## src/core/standby_pkg.sv

```systemverilog
package standby_pkg;

  // ****************************************************************
  // Register map (byte addresses, one word each)
  // ****************************************************************
  localparam logic [7:0] STBY_CTRL_OFS = 8'h00;
  localparam logic [7:0] STBY_STAT_OFS = 8'h04;
  localparam logic [7:0] CPU_PRIO_OFS = 8'h08;

  // ****************************************************************
  // Field positions and reset values
  // ****************************************************************
  localparam int STOP_BIT_POS = 7;
  localparam int SLEEP_BIT_POS = 6;
  localparam int PIN_HIZ_POS = 5;
  localparam int SWRST_POS = 4;
  localparam int OSC_SEL_POS = 0;
  localparam int GIE_POS = 2;
  localparam logic [1:0] WAKE_LEVEL_THRESH = 2'h3;
  localparam logic [1:0] CPU_PRIO_RST = 2'h3;
  localparam logic PIN_HIZ_RST = 1'b0;
  localparam logic OSC_SEL_RST = 1'b0;
  localparam int NUM_IRQ = 8;

  // ****************************************************************
  // Timing: stabilization delays in us, counted in REF_CLK cycles
  // ****************************************************************
  localparam int CLK_MHZ = 200;
  localparam int OSC_SHORT_US = 4;
  localparam int OSC_LONG_US = 16;
  localparam int OSC_SHORT_CYC = OSC_SHORT_US * CLK_MHZ;
  localparam int OSC_LONG_CYC = OSC_LONG_US * CLK_MHZ;
  localparam int SWRST_CYC = 4;

  typedef enum logic [1:0] {
    RUN_MODE,
    SLEEP_MODE,
    STOP_MODE
  } sel_mode_type;

  // One interrupt source: pending flag, level, external origin
  typedef struct packed {
    logic pend;
    logic ext;
    logic [1:0] level;
  } irq_src_type;

  typedef enum logic [2:0] {
    ST_RUN,
    ST_SLEEP,
    ST_STOP,
    ST_OSC_WAIT,
    ST_WAKE
  } pwr_state_type;

endpackage : standby_pkg

```

## src/core/standby_mode_control.sv

```systemverilog
// Decided for this implementation: the register addresses and the AHB-Lite interface to the registers.
module standby_mode_control (
  input wire logic REF_CLK,
  input wire logic SYS_RST,
  input wire logic [31:0] HADDR,
  input wire logic [1:0] HTRANS,
  input wire logic HWRITE,
  input wire logic [2:0] HSIZE,
  input wire logic HSEL,
  input wire logic HREADY,
  input wire logic [31:0] HWDATA,
  output logic [31:0] HRDATA,
  output logic HREADYOUT,
  output logic HRESP,
  input wire logic [standby_pkg::NUM_IRQ*4-1:0] IRQ_SRC,
  output logic CPU_CLK_EN,
  output logic PERIPH_CLK_EN,
  output logic OSC_EN,
  output logic PIN_HIZ,
  output logic SOFT_RESET,
  output logic WAKE_BRANCH,
  output logic WAKE_RESUME
);

  // ****************************************************************
  // Pin-side interrupt inputs, three-stage synchronisers
  // ****************************************************************
  logic [standby_pkg::NUM_IRQ*4-1:0] irq_s1_r;
  logic [standby_pkg::NUM_IRQ*4-1:0] irq_s2_r;
  logic [standby_pkg::NUM_IRQ*4-1:0] irq_s3_r;
  logic [standby_pkg::NUM_IRQ*4-1:0] irq_q_r;
  logic [standby_pkg::NUM_IRQ*4-1:0] irq_q_nxt;

  // A change only counts once stages two and three agree
  always_comb
  begin
    irq_q_nxt = irq_q_r;
    for (int i = 0; i < standby_pkg::NUM_IRQ * 4; i++)
    begin
      if (irq_s2_r[i] == irq_s3_r[i])
      begin
        irq_q_nxt[i] = irq_s3_r[i];
      end
    end
  end

  always_ff @(posedge REF_CLK or posedge SYS_RST)
  begin
    if (SYS_RST)
    begin
      irq_s1_r <= '0;
      irq_s2_r <= '0;
      irq_s3_r <= '0;
      irq_q_r <= '0;
    end
    else
    begin
      irq_s1_r <= IRQ_SRC;
      irq_s2_r <= irq_s1_r;
      irq_s3_r <= irq_s2_r;
      irq_q_r <= irq_q_nxt;
    end
  end

  // ****************************************************************
  // Per-source qualification
  // ****************************************************************
  standby_pkg::irq_src_type src [standby_pkg::NUM_IRQ];
  logic [standby_pkg::NUM_IRQ-1:0] any_q;
  logic [standby_pkg::NUM_IRQ-1:0] ext_q;
  logic [standby_pkg::NUM_IRQ-1:0] acc_q;
  logic [1:0] cpu_prio_r;
  logic [1:0] cpu_prio_nxt;
  logic gie_r;
  logic gie_nxt;

  // Levels are interrupt-level codes: smaller code means stronger
  genvar g;
  generate
    for (g = 0; g < standby_pkg::NUM_IRQ; g++)
    begin : g_src
      assign src[g] = standby_pkg::irq_src_type'(irq_q_r[g*4 +: 4]);
      assign any_q[g] = src[g].pend && (src[g].level < standby_pkg::WAKE_LEVEL_THRESH);
      assign ext_q[g] = any_q[g] && src[g].ext;
      assign acc_q[g] = any_q[g] && (src[g].level < cpu_prio_r);
    end
  endgenerate

  logic irq_block;
  logic wake_sleep;
  logic wake_stop;
  logic accept;
  assign irq_block = |any_q;
  assign wake_sleep = |any_q;
  assign wake_stop = |ext_q; // only external sources run in stop
  assign accept = (|acc_q) && gie_r;

  // ****************************************************************
  // AHB-Lite slave
  // ****************************************************************
  logic wr_pend_r;
  logic wr_pend_nxt;
  logic [7:0] wr_addr_r;
  logic [7:0] wr_addr_nxt;
  logic [31:0] rdata_r;
  logic [31:0] rdata_nxt;
  logic pin_hiz_cfg_r;
  logic pin_hiz_cfg_nxt;
  logic osc_sel_r;
  logic osc_sel_nxt;
  logic take;
  standby_pkg::pwr_state_type st_r;
  standby_pkg::pwr_state_type st_nxt;

  assign take = HSEL && HREADY && HTRANS[1];

  // Read data captured in address phase: zero wait states
  always_comb
  begin
    wr_pend_nxt = take && HWRITE;
    wr_addr_nxt = take ? HADDR[7:0] : wr_addr_r;
    rdata_nxt = rdata_r;
    if (take && !HWRITE)
    begin
      rdata_nxt = 32'h0000_0000;
      case (HADDR[7:0])
        standby_pkg::STBY_CTRL_OFS:
        begin
          // Request bits always read zero, reset bit reads one
          rdata_nxt[standby_pkg::PIN_HIZ_POS] = pin_hiz_cfg_r;
          rdata_nxt[standby_pkg::SWRST_POS] = 1'b1;
          rdata_nxt[standby_pkg::OSC_SEL_POS] = osc_sel_r;
        end
        standby_pkg::STBY_STAT_OFS:
        begin
          rdata_nxt[2:0] = st_r;
          rdata_nxt[3] = irq_block;
        end
        standby_pkg::CPU_PRIO_OFS:
        begin
          rdata_nxt[1:0] = cpu_prio_r;
          rdata_nxt[standby_pkg::GIE_POS] = gie_r;
        end
        default:
        begin
          rdata_nxt = 32'h0000_0000;
        end
      endcase
    end
  end

  always_ff @(posedge REF_CLK or posedge SYS_RST)
  begin
    if (SYS_RST)
    begin
      wr_pend_r <= 1'b0;
      wr_addr_r <= 8'h00;
      rdata_r <= 32'h0000_0000;
    end
    else
    begin
      wr_pend_r <= wr_pend_nxt;
      wr_addr_r <= wr_addr_nxt;
      rdata_r <= rdata_nxt;
    end
  end

  assign HRDATA = rdata_r;
  assign HREADYOUT = 1'b1;
  assign HRESP = 1'b0;

  // ****************************************************************
  // Control writes and mode request decode
  // ****************************************************************
  logic ctrl_wr;
  logic stop_req;
  logic sleep_req;
  logic [2:0] rst_cnt_r;
  logic [2:0] rst_cnt_nxt;
  standby_pkg::sel_mode_type req_mode;

  assign ctrl_wr = wr_pend_r && (wr_addr_r == standby_pkg::STBY_CTRL_OFS);
  assign stop_req = ctrl_wr && HWDATA[standby_pkg::STOP_BIT_POS];
  assign sleep_req = ctrl_wr && HWDATA[standby_pkg::SLEEP_BIT_POS];

  // Stop outranks sleep when both are written
  always_comb
  begin
    if (stop_req)
    begin
      req_mode = standby_pkg::STOP_MODE;
    end
    else if (sleep_req)
    begin
      req_mode = standby_pkg::SLEEP_MODE;
    end
    else
    begin
      req_mode = standby_pkg::RUN_MODE; // no request bit set: no mode change
    end
  end

  // Config fields and software reset pulse
  always_comb
  begin
    pin_hiz_cfg_nxt = pin_hiz_cfg_r;
    osc_sel_nxt = osc_sel_r;
    cpu_prio_nxt = cpu_prio_r;
    gie_nxt = gie_r;
    rst_cnt_nxt = (rst_cnt_r != 3'h0) ? rst_cnt_r - 3'h1 : 3'h0;
    if (ctrl_wr)
    begin
      pin_hiz_cfg_nxt = HWDATA[standby_pkg::PIN_HIZ_POS];
      osc_sel_nxt = HWDATA[standby_pkg::OSC_SEL_POS];
      if (!HWDATA[standby_pkg::SWRST_POS])
      begin
        rst_cnt_nxt = 3'(standby_pkg::SWRST_CYC);
      end
    end
    if (wr_pend_r && (wr_addr_r == standby_pkg::CPU_PRIO_OFS))
    begin
      cpu_prio_nxt = HWDATA[1:0];
      gie_nxt = HWDATA[standby_pkg::GIE_POS];
    end
  end

  always_ff @(posedge REF_CLK or posedge SYS_RST)
  begin
    if (SYS_RST)
    begin
      pin_hiz_cfg_r <= standby_pkg::PIN_HIZ_RST;
      osc_sel_r <= standby_pkg::OSC_SEL_RST;
      cpu_prio_r <= standby_pkg::CPU_PRIO_RST;
      gie_r <= 1'b0;
      rst_cnt_r <= 3'h0;
    end
    else
    begin
      pin_hiz_cfg_r <= pin_hiz_cfg_nxt;
      osc_sel_r <= osc_sel_nxt;
      cpu_prio_r <= cpu_prio_nxt;
      gie_r <= gie_nxt;
      rst_cnt_r <= rst_cnt_nxt;
    end
  end

  // ****************************************************************
  // Power state machine
  // ****************************************************************
  logic osc_start;
  logic osc_done;
  logic branch_nxt;
  logic resume_nxt;
  logic branch_r;
  logic resume_r;

  osc_wait_timer u_osc_wait (
    .clk(REF_CLK),
    .rst(SYS_RST),
    .start(osc_start),
    .long_sel(osc_sel_r),
    .done(osc_done)
  );

  // Blocked request is dropped, never retried later
  always_comb
  begin
    st_nxt = st_r;
    osc_start = 1'b0;
    branch_nxt = 1'b0;
    resume_nxt = 1'b0;
    case (st_r)
      standby_pkg::ST_RUN:
      begin
        if (!irq_block)
        begin
          if (req_mode == standby_pkg::STOP_MODE)
          begin
            st_nxt = standby_pkg::ST_STOP;
          end
          else if (req_mode == standby_pkg::SLEEP_MODE)
          begin
            st_nxt = standby_pkg::ST_SLEEP;
          end
        end
      end
      standby_pkg::ST_SLEEP:
      begin
        if (wake_sleep)
        begin
          st_nxt = standby_pkg::ST_WAKE; // no delay
        end
      end
      standby_pkg::ST_STOP:
      begin
        if (wake_stop)
        begin
          st_nxt = standby_pkg::ST_OSC_WAIT;
          osc_start = 1'b1;
        end
      end
      standby_pkg::ST_OSC_WAIT:
      begin
        if (osc_done)
        begin
          st_nxt = standby_pkg::ST_WAKE;
        end
      end
      standby_pkg::ST_WAKE:
      begin
        // Acceptance judged after the clock is back
        branch_nxt = accept;
        resume_nxt = !accept;
        st_nxt = standby_pkg::ST_RUN;
      end
      default:
      begin
        st_nxt = standby_pkg::ST_RUN;
      end
    endcase
  end

  always_ff @(posedge REF_CLK or posedge SYS_RST)
  begin
    if (SYS_RST)
    begin
      st_r <= standby_pkg::ST_RUN;
      branch_r <= 1'b0;
      resume_r <= 1'b0;
    end
    else
    begin
      st_r <= st_nxt;
      branch_r <= branch_nxt;
      resume_r <= resume_nxt;
    end
  end

  // ****************************************************************
  // Clock, pin and reset outputs
  // ****************************************************************
  logic cpu_en_r;
  logic per_en_r;
  logic osc_en_r;
  logic hiz_r;
  logic srst_r;

  // Registered so every control output comes from a flop
  always_ff @(posedge REF_CLK or posedge SYS_RST)
  begin
    if (SYS_RST)
    begin
      cpu_en_r <= 1'b1;
      per_en_r <= 1'b1;
      osc_en_r <= 1'b1;
      hiz_r <= 1'b0;
      srst_r <= 1'b0;
    end
    else
    begin
      cpu_en_r <= (st_nxt == standby_pkg::ST_RUN) || (st_nxt == standby_pkg::ST_WAKE);
      per_en_r <= (st_nxt != standby_pkg::ST_STOP) && (st_nxt != standby_pkg::ST_OSC_WAIT);
      osc_en_r <= (st_nxt != standby_pkg::ST_STOP);
      hiz_r <= (st_nxt == standby_pkg::ST_STOP) && pin_hiz_cfg_r;
      srst_r <= (rst_cnt_nxt != 3'h0);
    end
  end

  assign CPU_CLK_EN = cpu_en_r;
  assign PERIPH_CLK_EN = per_en_r;
  assign OSC_EN = osc_en_r;
  assign PIN_HIZ = hiz_r;
  assign SOFT_RESET = srst_r;
  assign WAKE_BRANCH = branch_r;
  assign WAKE_RESUME = resume_r;

endmodule // standby_mode_control

```

## src/core/osc_wait_timer.sv

```systemverilog
module osc_wait_timer (
  input wire logic clk,
  input wire logic rst,
  input wire logic start,
  input wire logic long_sel,
  output logic done
);

  // ****************************************************************
  // Stabilization countdown
  // ****************************************************************
  logic [13:0] cnt_r;
  logic [13:0] cnt_nxt;
  logic busy_r;
  logic busy_nxt;

  // Load on start, count down, pulse done at zero
  always_comb
  begin
    cnt_nxt = cnt_r;
    busy_nxt = busy_r;
    done = 1'b0;
    if (start)
    begin
      cnt_nxt = long_sel ? 14'(standby_pkg::OSC_LONG_CYC - 1)
                         : 14'(standby_pkg::OSC_SHORT_CYC - 1);
      busy_nxt = 1'b1;
    end
    else if (busy_r)
    begin
      if (cnt_r == 14'h0000)
      begin
        busy_nxt = 1'b0;
        done = 1'b1;
      end
      else
      begin
        cnt_nxt = cnt_r - 14'h0001;
      end
    end
  end

  always_ff @(posedge clk or posedge rst)
  begin
    if (rst)
    begin
      cnt_r <= 14'h0000;
      busy_r <= 1'b0;
    end
    else
    begin
      cnt_r <= cnt_nxt;
      busy_r <= busy_nxt;
    end
  end

endmodule // osc_wait_timer

```

## config.mk

```make
export PLATFORM = sky130hd
export DESIGN_NAME = standby_mode_control
export DESIGN_NICKNAME = d
export VERILOG_FILES = /design/src/core/standby_pkg.sv /design/src/core/standby_mode_control.sv /design/src/core/osc_wait_timer.sv
export SDC_FILE = /design/constraint.sdc
export NUM_CORES = 1
export LEC_CHECK = 0
export BUFFER_PORTS_ARGS = -buffer_cell sky130_fd_sc_hd__buf_2
export CORE_ASPECT_RATIO = 0.6
export CORE_MARGIN = 2
export CORE_UTILIZATION = 60
export CTS_BUF_LIST = sky130_fd_sc_hd__clkbuf_2
export DETAILED_ROUTE_END_ITERATION = 10
export PLACE_DENSITY = 0.95
export SYNTH_ARGS = -nofsm -noshare
export SYNTH_HDL_FRONTEND = slang
export SYNTH_SLANG_ARGS = --single-unit
```

## constraint.sdc

```tcl
create_clock -name REF_CLK -period 10.7 [get_ports REF_CLK]
set_input_delay 1.605 -clock REF_CLK [delete_from_list [all_inputs] [get_ports REF_CLK]]
set_output_delay 1.605 -clock REF_CLK [all_outputs]
set_load 0.005 [all_outputs]
```

==> results.py <==
metrics = {
    "yosys": {
        "yosysSeqAreaShare_pct": 69.0,
        "synth_common_cells": "171 x dfrtp_1, 32 x maj3_1, 28 x buf_4, 27 x nand2_1, 19 x nor2_1",
        "yosysMostFrequentCell": "dfrtp_1",
        "synthesis.area_mm2": 0.00639,
        "yosys_warnings": 0,
        "avgSynthCellArea_um2": 14.3,
        "yosysTopAreaCellShare_pct": 67.0,
        "synth_edf_count": 0,
        "synth_cells": 447,
        "ys_seq_elements": 176,
        "synth_area_leaders": "dfrtp_1 67%, maj3_1 5.0%, buf_4 3.3%",
        "synth.distinct_cells": 54,
        "synthArstFlopShare_pct": 100,
        "synth_flop_cell": "dfrtp_1",
        "synth_top_area_cell": "dfrtp_1",
    },
    "floorplan": {
        "rows": 29,
        "die_h_um": 83.9,
        "die_x_um": 137,
        "die_area_mm2": 0.0115,
        "coreArea_mm2": 0.0105,
        "start_util_pct": 61.1,
        "io_pins": 147,
    },
    "power": {
        "leakagePower_nw": 3.33,
        "powerDensity_mw_per_mm2": 165,
        "max-vdd-ir-drop_mv": 0.0991,
        "total_power_mw": 1.16,
    },
    "worst_setup_path": {
        "critical-path-top-delay-family": "flip-flops",
        "crit_path_max_incr_delay_ps": 570,
        "crit_path_max_fanout": 1,
        "crit_slowest_cell": "dfstp_2",
        "end_kind": "output port",
        "critPathLaunchType": "flop",
        "crit_type": "reg -> out",
        "crit_path_start": "OSC_EN",
        "crit_arrival_ps": 1350,
        "crit_buf_inv": 1,
        "crit_chain": "buf_2",
        "cp.required_ps": 9100,
        "reg2reg_from": "irq_q_r[5]",
    },
    "job": {
        "maxCapViolations": 0,
    },
    "placed_design": {
        "place_hpwl_um": 7520,
        "port_buffers": 65,
        "dp_cells": 646,
        "place_ws_ps": 7350,
        "gp_congestion": 0.818,
        "dpl-instance-area_mm2": 0.00677,
    },
    "drt": {
        "drt_iter0_markers": 201,
        "ant_nets": 0,
        "vias": 3589,
        "route.detailed.drc": 0,
        "wl_um": 10500,
        "wl_per_cell_um": 15.5,
        "dr.pass1.iters": 4,
        "vias_per_cell": 5.30,
    },
    "cts": {
        "cts.clk_slew.worst_paths_ps": 250,
        "cts_resized": 0,
        "htree_levels": 4,
        "insertion_delay_ps": 720,
        "cts_setup_buffers": 0,
        "cts_made_buffers": 17,
        "ctsHoldBuffers": 0,
        "cts.sinks": 176,
        "cts_root_buffer": "clkbuf_2",
        "cts.path.max_buffers": 2,
        "cts_tree": "done",
    },
    "grt": {
        "grt_use_total_pct": 20.1,
        "grt_max_degree": 97,
        "grt_first_pass_wirelength_um": 17500,
        "antenna_found_initial": 0,
        "grt_pass1_vias": 3740,
        "overflow": 0,
    },
    "sta": {
        "finalClockSkew_ps": 31.7,
        "timing.hold.ws_ps": 365,
        "relSlewSlack_pct": 10.0,
        "setup-tns-final_ps": 0,
        "fmax_mhz": 338,
        "finalHoldViolCount": 0,
        "finalCritPeriodShare_pct": 27.7,
        "layout_setup_ws_ps": 7740,
        "drv_slew": 0,
        "setup_viol_count_final": 0,
        "tightestPinTransition_ps": 1340,
        "grt_setup_unrepaired": "false",
        "period_minus_slack_ps": 2960,
    },
    "layout": {
        "drive_gt1_share_pct": 22.9,
        "postLayoutCellArea_mm2": 0.00701,
        "final_util_pct": 67.1,
        "syn2layout_area_growth_pct": 9.75,
        "final_nets": 644,
        "final_cells": 677,
        "num_antenna_cells": 0,
    },
    "run_status": {
        "status": "complete, no violations",
    },
    "min_path": {
        "min_from": "irq_s1_r[1]",
        "hp-class": "reg -> reg",
    },
}
-- where the power goes --
| group | switching, mW | internal [mW] | total, mW |
|---|---|---|---|
| Sequential | 0.0272 | 0.707 | 0.735 |
| Combinational | 0.0463 | 0.0389 | 0.0852 |
| Clock | 0.227 | 0.112 | 0.339 |
| Total | 0.301 | 0.858 | 1.16 |
-- cells in the final DEF (no fill, tap or decap), drive strengths merged, types with 8 or more instances in the layout --
cell type  instances
dfrtp            171
buf               66
maj3              32
conb              28
nand2             27
inv               23
nor2              19
clkbuf            17
mux2              15
nor2b             12
ha                12
o21ai              8
-- per-layer routing --
metal	up-vias	track usage, %	routed length [um]
met5	-	0	0
met4	0	7.78	119
met3	12	4.80	647
met2	112	30.8	4890
met1	1818	28.4	4860
li1	1647	-	-
-- worst paths after layout --
kind	endpoint	slack, ps	depth (start not counted)
setup / recovery	OSC_EN	7740	1
setup reg to reg	u_osc_wait.cnt_r[2]	8110	5
hold reg to reg	irq_s2_r[1]	370	0
hold / removal	irq_s2_r[1]	370	0
max in group asynchronous	irq_s3_r[8]	8160	3
min in group asynchronous	irq_s1_r[20]	1010	2
-- final cells by class --
cell class	count	area (um2)
Tap cell	139	174
Timing Repair Buffer	66	333
Clock buffer	17	85.1
Sequential cell	176	4410
Inverter	16	65.1
Fill cell	734	3440
Multi-Input combinational cell	249	1790
Clock inverter	14	155
-- flip-flops by register name, summed over array words and instances, names as in the netlist, 2 cells and up --
name and cells:
HRDATA 6, cpu_prio_r 2, irq_q_r 32, irq_s1_r 32, irq_s2_r 32, irq_s3_r 32, rst_cnt_r 3, st_r 3
u_osc_wait.cnt_r 14, wr_addr_r 8
-- cell families after synthesis --
family          Yosys count  synth area share, %
compound gates           49                 5.97
xor+xnor                 11                 1.51
mux                      18                 3.11
other cells               2                0.118
simple gates             99                 8.42
buf+inv                  48                 4.48
fa+ha+maj                44                 7.36
flops                   176                 69.0
No activity file was read; power rests on OpenSTA's default activity.
